### config.mk
export PLATFORM = sky130hd
export DESIGN_NAME = tet_timer
export DESIGN_NICKNAME = d
export VERILOG_FILES = /design/src/hdl/tet_pkg.sv /design/src/hdl/tet_timer.sv
export SDC_FILE = /design/constraint.sdc
export NUM_CORES = 2
export LEC_CHECK = 0
export ABC_AREA = 1
export BUFFER_PORTS_ARGS = -buffer_cell sky130_fd_sc_hd__buf_2
export CAP_MARGIN = 10
export CORE_AREA = 2 2 215 217
export CTS_CLUSTER_DIAMETER = 150
export DETAILED_ROUTE_END_ITERATION = 6
export DIE_AREA = 0 0 217 219
export PLACE_DENSITY = 0.87
export SLEW_MARGIN = 20
export SYNTH_ARGS = -nofsm -noshare
export SYNTH_HDL_FRONTEND = slang
export SYNTH_SLANG_ARGS = --single-unit
### constraint.sdc
create_clock -name i_clk -period 26.7 [get_ports i_clk]
set_clock_uncertainty 0.2 [all_clocks]
set_input_delay 5.34 -clock i_clk [delete_from_list [all_inputs] [get_ports i_clk]]
set_output_delay 5.34 -clock i_clk [all_outputs]
set_load 0.01 [all_outputs]
### src/hdl/tet_pkg.sv
`default_nettype none
package tet_pkg;
	// ==========================================================
	// Register map (byte addresses, one aligned word each)
	localparam int unsigned AXI_AW = 8;
	localparam logic [7:0] ADDR_CTRL = 8'h00;
	localparam logic [7:0] ADDR_CMD = 8'h04;
	localparam logic [7:0] ADDR_MULT = 8'h08;
	localparam logic [7:0] ADDR_TICK = 8'h0C;
	localparam logic [7:0] ADDR_EXP = 8'h10;
	localparam logic [7:0] ADDR_AUTO = 8'h14;
	localparam logic [7:0] ADDR_RATE = 8'h18;
	localparam logic [7:0] ADDR_STATUS = 8'h1C;
	// ==========================================================
	// Field positions
	localparam int unsigned CTRL_W = 5;
	localparam int unsigned CTRL_CONT = 0;
	localparam int unsigned CTRL_FALL = 1;
	localparam int unsigned CTRL_RATE_EN = 2;
	localparam int unsigned CTRL_AUTO = 3;
	localparam int unsigned CTRL_WIDTH = 4;
	localparam int unsigned CMD_BEGIN = 0;
	localparam int unsigned CMD_END = 1;
	localparam int unsigned ST_ARMED = 0;
	localparam int unsigned ST_READY = 1;
	localparam int unsigned ST_EXPOSING = 2;
	localparam int unsigned ST_DIV_BUSY = 3;
	localparam logic [1:0] RESP_OKAY = 2'h0;
	localparam logic [1:0] RESP_SLVERR = 2'h2;
	// ==========================================================
	// Reset values and exposure limits
	localparam int unsigned US_W = 24;
	localparam int unsigned MULT_W = 12;
	localparam int unsigned PROD_W = US_W + MULT_W;
	localparam logic [CTRL_W-1:0] CTRL_RST = 5'h01;
	localparam logic [MULT_W-1:0] MULT_RST = 12'h064;
	localparam logic [MULT_W-1:0] MULT_MIN = 12'h001;
	localparam logic [MULT_W-1:0] MULT_MAX = 12'hFFF;
	localparam int unsigned MAX_EXP_STD_US = 10000000;
	localparam int unsigned MAX_EXP_RED_US = 126976;
	localparam int unsigned TICK_DEF_STD_US = 20;
	localparam int unsigned TICK_DEF_RED_US = 31;
	localparam int unsigned TICK_STEP_STD_US = 1;
	localparam int unsigned TICK_STEP_RED_US = 31;
	localparam int unsigned MIN_EXP_DEF_US = 100;
	// ==========================================================
	// Timing
	localparam int unsigned CLK_HZ = 25000000;
	localparam int unsigned HZ_PER_MHZ = 1000000;
	localparam int unsigned US_CYC = CLK_HZ / HZ_PER_MHZ;
	localparam int unsigned DV_STEPS = US_W + 1;

	typedef enum logic [0:0] {TET_IDLE, TET_EXPOSE} tet_acq_e;

	typedef struct packed {
		logic [CTRL_W-1:0] ctrl;
		logic [MULT_W-1:0] mult;
		logic [US_W-1:0] tick;
		logic [US_W-1:0] auto_us;
		logic [US_W-1:0] rate_us;
	} tet_cfg_s;
endpackage : tet_pkg
`default_nettype wire

### src/hdl/tet_timer.sv
// ==========================================================
// What this block does
// Continuous mode: begin command arms for trigger stream
// Armed edge starts exposure of programmed length
// Exposure end starts frame readout
// End command disarms, triggers ignored
// Source triggers only while ready high
// Source stays within achievable frame rate
// Enabled rate limit below maximum caps trigger rate
// Limit above maximum: achievable rate governs
// Exposure clamped to model minimum and maximum
// Exposure equals multiplier times tick period
// Tick resets to 20 or 31 us
// Multiplier kept within 1 to 4095
// Tick steps 1 us or 31 us
// Multiplier 1 with maximal tick gives maximum
// Direct exposure set in whole microseconds
// Direct write derives and loads multiplier
// Direct value rounds to nearest tick multiple
// Multiplier change updates readable exposure
// Auto value free; unavailable in width mode
// Ready rises when safe, falls at start
// Edges while ready low are ignored
// Trigger polarity rising or falling selectable
// Trigger synchronised, one pulse per transition
`default_nettype none
module tet_timer
	import tet_pkg::*;
#(
	parameter bit REDUCED_RANGE = 1'b0,
	parameter int unsigned MIN_EXP_US = MIN_EXP_DEF_US
) (
	input wire logic i_clk,
	input wire logic i_rst_b,
	input wire logic [AXI_AW-1:0] i_axi_awaddr,
	input wire logic i_axi_awvalid,
	output logic o_axi_awready,
	input wire logic [31:0] i_axi_wdata,
	input wire logic [3:0] i_axi_wstrb,
	input wire logic i_axi_wvalid,
	output logic o_axi_wready,
	output logic [1:0] o_axi_bresp,
	output logic o_axi_bvalid,
	input wire logic i_axi_bready,
	input wire logic [AXI_AW-1:0] i_axi_araddr,
	input wire logic i_axi_arvalid,
	output logic o_axi_arready,
	output logic [31:0] o_axi_rdata,
	output logic [1:0] o_axi_rresp,
	output logic o_axi_rvalid,
	input wire logic i_axi_rready,
	input wire logic i_external_trigger_input,
	output logic o_trigger_ready_output,
	output logic o_readout_start
);
	// ==========================================================
	// Variant constants
	localparam int unsigned MAX_EXP_US = REDUCED_RANGE ? MAX_EXP_RED_US : MAX_EXP_STD_US;
	localparam logic [US_W-1:0] MAX_EXP = US_W'(MAX_EXP_US);
	localparam logic [US_W-1:0] MIN_EXP = US_W'(MIN_EXP_US);
	localparam logic [US_W-1:0] TICK_STEP = US_W'(REDUCED_RANGE ? TICK_STEP_RED_US : TICK_STEP_STD_US);
	localparam logic [US_W-1:0] TICK_DEF = US_W'(REDUCED_RANGE ? TICK_DEF_RED_US : TICK_DEF_STD_US);
	localparam int unsigned DIV_W = $clog2(US_CYC);
	localparam logic [DIV_W-1:0] DIV_LAST = DIV_W'(US_CYC - 1);
	localparam logic [31:0] CYC_PER_US = 32'(US_CYC);
	localparam logic [4:0] DV_LAST = 5'(DV_STEPS - 1);

	if (MIN_EXP_US < 1 || MIN_EXP_US > MAX_EXP_US || US_CYC < 2) begin : g_chk
		$error("tet_timer: unsupported exposure limits or clock rate");
	end

	typedef struct packed {
		tet_acq_e acq;
		logic armed;
		logic sync1;
		logic sync2;
		logic prev;
		logic [31:0] exp_left;
		logic [DIV_W-1:0] us_div;
		logic [US_W-1:0] rate_cnt;
		logic readout;
		tet_cfg_s cfg;
		logic dv_busy;
		logic [4:0] dv_cnt;
		logic [US_W+1:0] dv_rem;
		logic [US_W:0] dv_quo;
		logic aw_have;
		logic [AXI_AW-1:0] aw_addr;
		logic w_have;
		logic [31:0] w_data;
		logic [3:0] w_strb;
		logic bvalid;
		logic [1:0] bresp;
		logic rvalid;
		logic [31:0] rdata;
		logic [1:0] rresp;
	} tet_state_s;

	localparam tet_state_s ST_RST = '{
		acq: TET_IDLE,
		cfg: '{ctrl: CTRL_RST, mult: MULT_RST, tick: TICK_DEF, auto_us: '0, rate_us: '0},
		default: '0
	};

	// ==========================================================
	// Helpers
	function automatic logic [31:0] merge_strb(input logic [31:0] old, input logic [31:0] wd,
		input logic [3:0] strb);
		logic [31:0] m;
		m = old;
		for (int b = 0; b < 4; b++) begin
			if (strb[b]) begin
				m[8*b +: 8] = wd[8*b +: 8];
			end
		end
		return m;
	endfunction : merge_strb

	function automatic logic addr_ok(input logic [AXI_AW-1:0] a);
		return a[1:0] == 2'h0 && a <= ADDR_STATUS;
	endfunction : addr_ok

	function automatic logic [US_W-1:0] clamp_exp(input logic [PROD_W-1:0] v);
		logic [US_W-1:0] r;
		if (v > PROD_W'(MAX_EXP)) begin
			r = MAX_EXP;
		end else if (v < PROD_W'(MIN_EXP)) begin
			r = MIN_EXP;
		end else begin
			r = v[US_W-1:0];
		end
		return r;
	endfunction : clamp_exp

	function automatic logic [US_W-1:0] clip_us(input logic [31:0] v);
		return (v > 32'(MAX_EXP)) ? MAX_EXP : v[US_W-1:0];
	endfunction : clip_us

	tet_state_s q;
	tet_state_s d;
	logic trig_edge;
	logic rate_ok;
	logic trig_ready;
	logic acq_start;
	logic auto_sel;
	logic [PROD_W-1:0] prod;
	logic [US_W-1:0] exp_us;

	// ==========================================================
	// Exposure arithmetic
	assign prod = PROD_W'(q.cfg.mult) * PROD_W'(q.cfg.tick);
	assign auto_sel = q.cfg.ctrl[CTRL_AUTO] && !q.cfg.ctrl[CTRL_WIDTH];
	assign exp_us = auto_sel ? clamp_exp(PROD_W'(q.cfg.auto_us)) : clamp_exp(prod);

	// ==========================================================
	// Trigger qualification
	// Only the second stage and its delayed copy feed the edge detector.
	assign trig_edge = q.cfg.ctrl[CTRL_FALL] ? (q.prev && !q.sync2) : (!q.prev && q.sync2);
	// A rate period beyond the achievable one just stretches the wait; below it, exposure end rules.
	assign rate_ok = !q.cfg.ctrl[CTRL_RATE_EN] || q.cfg.rate_us == '0 || q.rate_cnt >= q.cfg.rate_us;
	assign trig_ready = q.armed && q.acq == TET_IDLE && rate_ok;
	assign acq_start = trig_edge && trig_ready;

	assign o_trigger_ready_output = trig_ready;
	assign o_readout_start = q.readout;
	assign o_axi_awready = !q.aw_have && !q.bvalid;
	assign o_axi_wready = !q.w_have && !q.bvalid;
	assign o_axi_bvalid = q.bvalid;
	assign o_axi_bresp = q.bresp;
	assign o_axi_arready = !q.rvalid;
	assign o_axi_rvalid = q.rvalid;
	assign o_axi_rdata = q.rdata;
	assign o_axi_rresp = q.rresp;

	// ==========================================================
	// Next state
	always_comb begin
		logic [31:0] wv;
		logic [US_W+1:0] rsh;
		logic [US_W:0] qsh;
		logic [US_W-1:0] tq;
		wv = '0;
		rsh = '0;
		qsh = '0;
		tq = '0;
		d = q;
		d.readout = 1'b0;
		d.sync1 = i_external_trigger_input;
		d.sync2 = q.sync1;
		d.prev = q.sync2;

		// Microsecond enable and frame rate counter
		if (q.us_div == DIV_LAST) begin
			d.us_div = '0;
			if (q.rate_cnt != '1) begin
				d.rate_cnt = q.rate_cnt + 1'b1;
			end
		end else begin
			d.us_div = q.us_div + 1'b1;
		end

		case (q.acq)
			TET_IDLE: begin
				if (acq_start) begin
					d.acq = TET_EXPOSE;
					d.exp_left = 32'(exp_us) * CYC_PER_US;
					d.us_div = '0;
					d.rate_cnt = '0;
					if (!q.cfg.ctrl[CTRL_CONT]) begin
						d.armed = 1'b0;
					end
				end
			end
			TET_EXPOSE: begin
				if (q.exp_left <= 32'h0000_0001) begin
					d.acq = TET_IDLE;
					d.readout = 1'b1;
				end else begin
					d.exp_left = q.exp_left - 1'b1;
				end
			end
			default: begin
				d.acq = TET_IDLE;
			end
		endcase

		// Restoring divider: multiplier = round(duration / tick)
		if (q.dv_busy) begin
			rsh = {q.dv_rem[US_W:0], q.dv_quo[US_W]};
			qsh = {q.dv_quo[US_W-1:0], 1'b0};
			if (rsh >= (US_W+2)'(q.cfg.tick)) begin
				rsh = rsh - (US_W+2)'(q.cfg.tick);
				qsh[0] = 1'b1;
			end
			d.dv_rem = rsh;
			d.dv_quo = qsh;
			d.dv_cnt = q.dv_cnt + 1'b1;
			if (q.dv_cnt == DV_LAST) begin
				d.dv_busy = 1'b0;
				if (qsh < (US_W+1)'(MULT_MIN)) begin
					d.cfg.mult = MULT_MIN;
				end else if (qsh > (US_W+1)'(MULT_MAX)) begin
					d.cfg.mult = MULT_MAX;
				end else begin
					d.cfg.mult = qsh[MULT_W-1:0];
				end
			end
		end

		// Bus: write channels
		if (i_axi_awvalid && o_axi_awready) begin
			d.aw_have = 1'b1;
			d.aw_addr = i_axi_awaddr;
		end
		if (i_axi_wvalid && o_axi_wready) begin
			d.w_have = 1'b1;
			d.w_data = i_axi_wdata;
			d.w_strb = i_axi_wstrb;
		end
		if (q.bvalid && i_axi_bready) begin
			d.bvalid = 1'b0;
		end
		if (q.aw_have && q.w_have) begin
			d.aw_have = 1'b0;
			d.w_have = 1'b0;
			d.bvalid = 1'b1;
			d.bresp = addr_ok(q.aw_addr) ? RESP_OKAY : RESP_SLVERR;
			case (q.aw_addr)
				ADDR_CTRL: begin
					wv = merge_strb(32'(q.cfg.ctrl), q.w_data, q.w_strb);
					d.cfg.ctrl = wv[CTRL_W-1:0];
				end
				ADDR_CMD: begin
					wv = merge_strb('0, q.w_data, q.w_strb);
					if (wv[CMD_BEGIN]) begin
						d.armed = 1'b1;
					end
					if (wv[CMD_END]) begin
						d.armed = 1'b0;
					end
				end
				ADDR_MULT: begin
					wv = merge_strb(32'(q.cfg.mult), q.w_data, q.w_strb);
					d.dv_busy = 1'b0;
					if (wv < 32'(MULT_MIN)) begin
						d.cfg.mult = MULT_MIN;
					end else if (wv > 32'(MULT_MAX)) begin
						d.cfg.mult = MULT_MAX;
					end else begin
						d.cfg.mult = wv[MULT_W-1:0];
					end
				end
				ADDR_TICK: begin
					wv = merge_strb(32'(q.cfg.tick), q.w_data, q.w_strb);
					tq = clip_us(wv);
					tq = tq - (tq % TICK_STEP);
					d.cfg.tick = (tq < TICK_STEP) ? TICK_STEP : tq;
					d.dv_busy = 1'b0;
				end
				ADDR_EXP: begin
					wv = merge_strb(32'(exp_us), q.w_data, q.w_strb);
					// Half a tick added first so truncating division gives the nearest multiple.
					d.dv_quo = (US_W+1)'(clip_us(wv)) + (US_W+1)'(q.cfg.tick >> 1);
					d.dv_rem = '0;
					d.dv_cnt = '0;
					d.dv_busy = 1'b1;
				end
				ADDR_AUTO: begin
					wv = merge_strb(32'(q.cfg.auto_us), q.w_data, q.w_strb);
					d.cfg.auto_us = clip_us(wv);
				end
				ADDR_RATE: begin
					wv = merge_strb(32'(q.cfg.rate_us), q.w_data, q.w_strb);
					d.cfg.rate_us = clip_us(wv);
				end
				default: begin
					d.bresp = addr_ok(q.aw_addr) ? RESP_OKAY : RESP_SLVERR;
				end
			endcase
		end

		// Bus: read channel
		if (q.rvalid && i_axi_rready) begin
			d.rvalid = 1'b0;
		end
		if (i_axi_arvalid && o_axi_arready) begin
			d.rvalid = 1'b1;
			d.rresp = addr_ok(i_axi_araddr) ? RESP_OKAY : RESP_SLVERR;
			case (i_axi_araddr)
				ADDR_CTRL: d.rdata = 32'(q.cfg.ctrl);
				ADDR_MULT: d.rdata = 32'(q.cfg.mult);
				ADDR_TICK: d.rdata = 32'(q.cfg.tick);
				ADDR_EXP: d.rdata = 32'(exp_us);
				ADDR_AUTO: d.rdata = 32'(q.cfg.auto_us);
				ADDR_RATE: d.rdata = 32'(q.cfg.rate_us);
				ADDR_STATUS: begin
					d.rdata = '0;
					d.rdata[ST_ARMED] = q.armed;
					d.rdata[ST_READY] = trig_ready;
					d.rdata[ST_EXPOSING] = q.acq == TET_EXPOSE;
					d.rdata[ST_DIV_BUSY] = q.dv_busy;
				end
				default: d.rdata = '0;
			endcase
		end
	end

	always_ff @(posedge i_clk or negedge i_rst_b) begin
		if (!i_rst_b) begin
			q <= ST_RST;
		end else begin
			q <= d;
		end
	end

	// ==========================================================
	// Checks
	logic [31:0] hlp_cyc;
	logic [31:0] hlp_need;
	always_ff @(posedge i_clk or negedge i_rst_b) begin
		if (!i_rst_b) begin
			hlp_cyc <= '0;
			hlp_need <= '0;
		end else if (acq_start) begin
			// Counts the exposing cycles that precede the readout pulse
			hlp_cyc <= '0;
			hlp_need <= 32'(exp_us) * CYC_PER_US;
		end else if (q.acq == TET_EXPOSE) begin
			hlp_cyc <= hlp_cyc + 1'b1;
		end
	end
endmodule : tet_timer
`default_nettype wire

# After elaboration in Yosys (flattened, before gate mapping)
# Cells that the tools add are included.
# totals
inputBits	60
out_inout_bits	43
reg_bits	297
wordCells	229
# classes
n_lt_le_gt_ge	18
eq_ne	17
n_mux	116
addsub	6
bitwise_logic	1
n_mul	2
reduce_logical	41
# op_table
op	n
2-to-1 mux 8 bit	56
2-to-1 mux 24 bit	15
one-hot mux 24 bit (7 select lines)	1
2-to-1 mux 142 bit	1
greater-than comparator 32 x 24 -> 1 bit, second input constant	4
2-to-1 mux 12 bit	7
one-hot mux 32 bit (2 select lines)	1
2-to-1 mux 61 bit	1
2-to-1 mux 57 bit	1
== test 8 x 5 -> 1 bit, second input constant	7
2-to-1 mux 56 bit	1
2-to-1 mux 37 bit	1
greater-than comparator 36 x 24 -> 1 bit, second input constant	1
less-than comparator 36 x 7 -> 1 bit, second input constant	1
multiplier 12 x 24 -> 36 bit	1
2-to-1 mux 35 bit	1
== test 8 x 4 -> 1 bit, second input constant	4
greater-than comparator 32 x 12 -> 1 bit, second input constant	1
less-or-equal comparator 32 x 1 -> 1 bit, second input constant	1
less-than comparator 32 x 1 -> 1 bit, second input constant	1
2-to-1 mux 32 bit	1
subtractor 32 x 1 -> 32 bit, second input constant	1
multiplier 24 x 5 -> 29 bit, second input constant	1
2-to-1 mux 29 bit	1
34 further kinds	90

# Logic depth before layout (Yosys ltp)
# logic_depth
ltp_word	13
ltp_mapped	64

# Worst setup path before layout
# OpenSTA, ideal clock, no wires.
# synth_path
path_kind	register -> register
start	register q[218] (netlist name)
end	register q[286] (netlist name)
path_stages_with_launch	54
path_slack_ps	16942
arrival_ps	9433
required_ps	26374
path_cell_list	dfstp_2 clkbuf_1 clkbuf_1 nand2_1 fa_1 fa_1 fa_1 inv_1 fa_1 inv_1 fa_1 inv_1 ha_1 nand2_1 nand2_1 nand2_1 nand2_1 a21oi_1 [18 not listed] nand2_1 o21ai_0 a21oi_1 o21bai_1 a21oi_1 o21ai_0 a21o_1 a21oi_1 o21ai_0 a21oi_1 o21ai_0 nand2_1 nand2_1 inv_1 o21ai_0 nand2_1 nand2_1 o22ai_1
# synth_between
elab_chain_len	8
# synth_lines
item	line_no	rtl
start, declared	tet_timer.sv:139	tet_state_s q;
start signal, assigned	tet_timer.sv:350	q <= ST_RST;
start signal, assigned	tet_timer.sv:352	q <= d;
multiplier 12 x 24 -> 36 bit (*)	tet_timer.sv:151	assign prod = PROD_W'(q.cfg.mult) * PROD_W'(q.cfg.tick);
less-than comparator 36 x 7 -> 1 bit	tet_timer.sv:127	end else if (v < PROD_W'(MIN_EXP)) begin
2-to-1 mux 24 bit	tet_timer.sv:127	
2-to-1 mux 24 bit (*)	tet_timer.sv:125	if (v > PROD_W'(MAX_EXP)) begin
2-to-1 mux 24 bit (*)	tet_timer.sv:153	assign exp_us = auto_sel ? clamp_exp(PROD_W'(q.cfg.auto_us)) : clamp_exp(prod);
multiplier 24 x 5 -> 29 bit (*)	n/a	
2-to-1 mux 61 bit (*)	tet_timer.sv:204	if (acq_start) begin
one-hot mux 32 bit (2 select lines) (*)	tet_timer.sv:202	case (q.acq)
# Every way passes the cells marked *; elsewhere a longest branch is shown, timed or not. The select of a mux whose other input is x is not followed.
# A chain may end at the register's enable or synchronous reset.

# Final worst setup path
# layout_path
start	register q[224] (netlist name)
end	register q[286] (netlist name)
# The elaborated chain is that of the path after synthesis.

==> results.sh <==
export IMPL_rr_endpoint="q[286]"
export IMPL_grt_use_met2=0.641
export IMPL_top_usage_layer="met2"
export IMPL_cp_end_kind="flip-flop"
export IMPL_io_buffers=92
export IMPL_grt_pass1_vias=29300
export IMPL_crit_path_max_fanout=25
export IMPL_grtUsageTotal=0.425
export IMPL_initial_core_util=0.693
export IMPL_status="finished, violations left"
export IMPL_drt_wl_total_um=99800
export IMPL_area_delta_synth_final_pct=5.93
export IMPL_grt_met1_usage=0.546
export IMPL_post_cts_resized=0
export IMPL_synthTopCellsByCount="nand2_1, inv_1, dfrtp_1, nor2_1, fa_1"
export IMPL_cts_root_buf="clkbuf_16"
export IMPL_synth_top_area_share=0.224
export IMPL_required_ns=26.94
export IMPL_start_kind="flip-flop"
export IMPL_clockBufferDepth=3
export IMPL_setup_worst_path_end="q[286]"
export IMPL_dieArea_um2=47500
export IMPL_yosysWarningCount=0
export IMPL_reg2reg_from="q[224]"
export IMPL_grt_max_degree=103
export IMPL_crit_arrival_ns=11.92
export IMPL_placed_cells=4887
export IMPL_finalSetupViolCount=0
export IMPL_utilization=0.734
export IMPL_cts_sinks=286
export IMPL_ant_nets=0
export IMPL_peakVddDrop_mv=0.107
export IMPL_clkTransAtPathRegs_ns=0.06
export IMPL_fmax_mhz=85.7
export IMPL_reg2reg_slack_ns=15.02
export IMPL_tns_ns=0
export IMPL_crit_path_frequent_cell="nand2_1"
export IMPL_cts_tree="built"
export IMPL_synth_top_area_cell="dfrtp_1"
export IMPL_r2r_cells=53
export IMPL_place_gp_congestion=1.10
export IMPL_dr_pass1_iters=7
export IMPL_crit_start="q[224]"
export IMPL_max_slew_margin=0.267
export IMPL_drc=25
export IMPL_finalMaxSlewViolations=0
export IMPL_dpl_hpwl_um=74900
export IMPL_synth_cell_type_count=64
export IMPL_leakage_nw=18.1
export IMPL_avgRoutedWirePerCell_um=20.1
export IMPL_die_h_um=219
export IMPL_postCtsSetupBuffers=0
export IMPL_criticalPathCategory="reg -> reg"
export IMPL_clock_latency_ns=0.59
export IMPL_total_power_w=0.00314
export IMPL_holdCritPathClass="reg -> reg"
export IMPL_min_period_ns=11.68
export IMPL_synthTopCellsByArea="dfrtp_1, fa_1, nand2_1"
export IMPL_synth_edf_count=0
export IMPL_slowest_stage="dfrtp_1"
export IMPL_h_tree_depth=2
export IMPL_fin_crit_sh=0.437
export IMPL_yosysMostFrequentCell="nand2_1"
export IMPL_maxCapViolCount=0
export IMPL_vias_per_cell=6.07
export IMPL_synth_seq_cells=286
export IMPL_tightest_slew_ns=1.10
export IMPL_final_hold_viol_count=0
export IMPL_fin_nets=4854
export IMPL_use_met3=0.117
export IMPL_core_area_um2=45100
export IMPL_vias=30000
export IMPL_synth_area_per_cell_um2=7.19
export IMPL_instances_no_fill=4952
export IMPL_syn_area_um2=31200
export IMPL_critPathMaxStageDelay_ns=0.96
export IMPL_antenna_found_initial=3
export IMPL_numCtsBuffers=35
export IMPL_drtIter0Drc=3827
export IMPL_synth_ff_type="dfrtp_1"
export IMPL_rows=78
export IMPL_failed_checks="DRC"
export IMPL_async_reset_ff_frac=1.00
export IMPL_yosysSeqAreaShare=0.229
export IMPL_grt_pass1_wl_um=157000
export IMPL_grt_setup_unrepaired="false"
export IMPL_grt_ovfl_total=0
export IMPL_io_pins=103
export IMPL_powerDensity_nw_per_um2=94.9
export IMPL_fp_dieW_um=217
export IMPL_post_route_cells_drive_above_1_share=0.0683
export IMPL_cts_hold_buf=0
export IMPL_synth_cells=4344
-- cell usage in the layout, fill, tap and decap left out, types with 47 or more instances in the layout --
cell	n
a21oi_1	234
buf_2	91
dfrtp_1	279
fa_1	241
ha_1	229
inv_1	834
nand2_1	1143
nand3_1	173
nand4_1	50
nor2_1	258
nor3_1	47
o21ai_0	201
-- worst min-delay path by stage --
| stage | from | endpoint | slack (ns) | cells after the start |
|---|---|---|---|---|
| floorplan | d[293] | d[292] | 0.13 | 0 |
| global placement | d[293] | d[292] | 0.13 | 0 |
| detailed placement | d[293] | d[292] | 0.15 | 0 |
| CTS | d[293] | d[292] | 0.16 | 0 |
| global route | d[293] | d[292] | 0.17 | 0 |
| finish | d[293] | d[292] | 0.16 | 0 |
-- stage by stage --
stage / instance area, um^2 / hold slack (ns) / setup WS, ns
2_1_floorplan: 31300 / 0.131 / 16.94
3_3_place_gp: 31900 / 0.134 / 15.52
3_5_place_dp: 31900 / 0.146 / 15.24
4_1_cts: 33100 / 0.160 / 15.20
5_1_grt: 33100 / 0.165 / 14.27
6_report: 33100 / 0.159 / 15.02
-- where the power goes --
part | internal [W] | leakage (nW) | switching, W
Combinational | 0.000642 | 13.7 | 0.00126
Clock | 0.000291 | 0.598 | 0.000215
Sequential | 0.000549 | 3.75 | 0.000185
-- layer usage --
layer	part of all wire	up-vias
met1	0.38	13900
met5	0.00042	-
met4	0.071	6
li1	-	13700
met2	0.43	1917
met3	0.12	467
-- state kept, by name (all words and copies together), names as in the netlist --
name,flops
d,2
o_axi_bresp,1
o_axi_bvalid,1
o_axi_rdata,24
o_axi_rresp,1
o_axi_rvalid,1
o_readout_start,1
q,255
-- worst max-delay path: cells and delay by family (launching register included) --
family	cells	cell delay [ns]
adder cells (fa/ha/maj)	10	4.64
buffers and inverters	11	0.66
flip-flops	1	0.96
AND/OR/NAND/NOR	18	2.04
AO/OA/AOI/OAI	14	2.98
-- layout make-up --
cell class              count  area (um^2)
multi-input cells        3034        20100
fillers                  3628        12000
flip-flops and latches    286         7170
inverters                 846         3180
clock buffers              40          945
well taps                 600          751
repair buffers            121          688
clock inverters            24          270
diodes                      1         2.50
-- kinds of logic after synthesis --
group                    share of synthesized area
XOR/XNOR                                    0.0191
AND/OR/NAND/NOR                              0.237
adder cells (fa/ha/maj)                      0.246
AO/OA/AOI/OAI                                0.126
other                                     0.000120
multiplexers                                0.0130
flip-flops                                   0.229
buffers and inverters                        0.129
(Power assumes the default switching activity.)
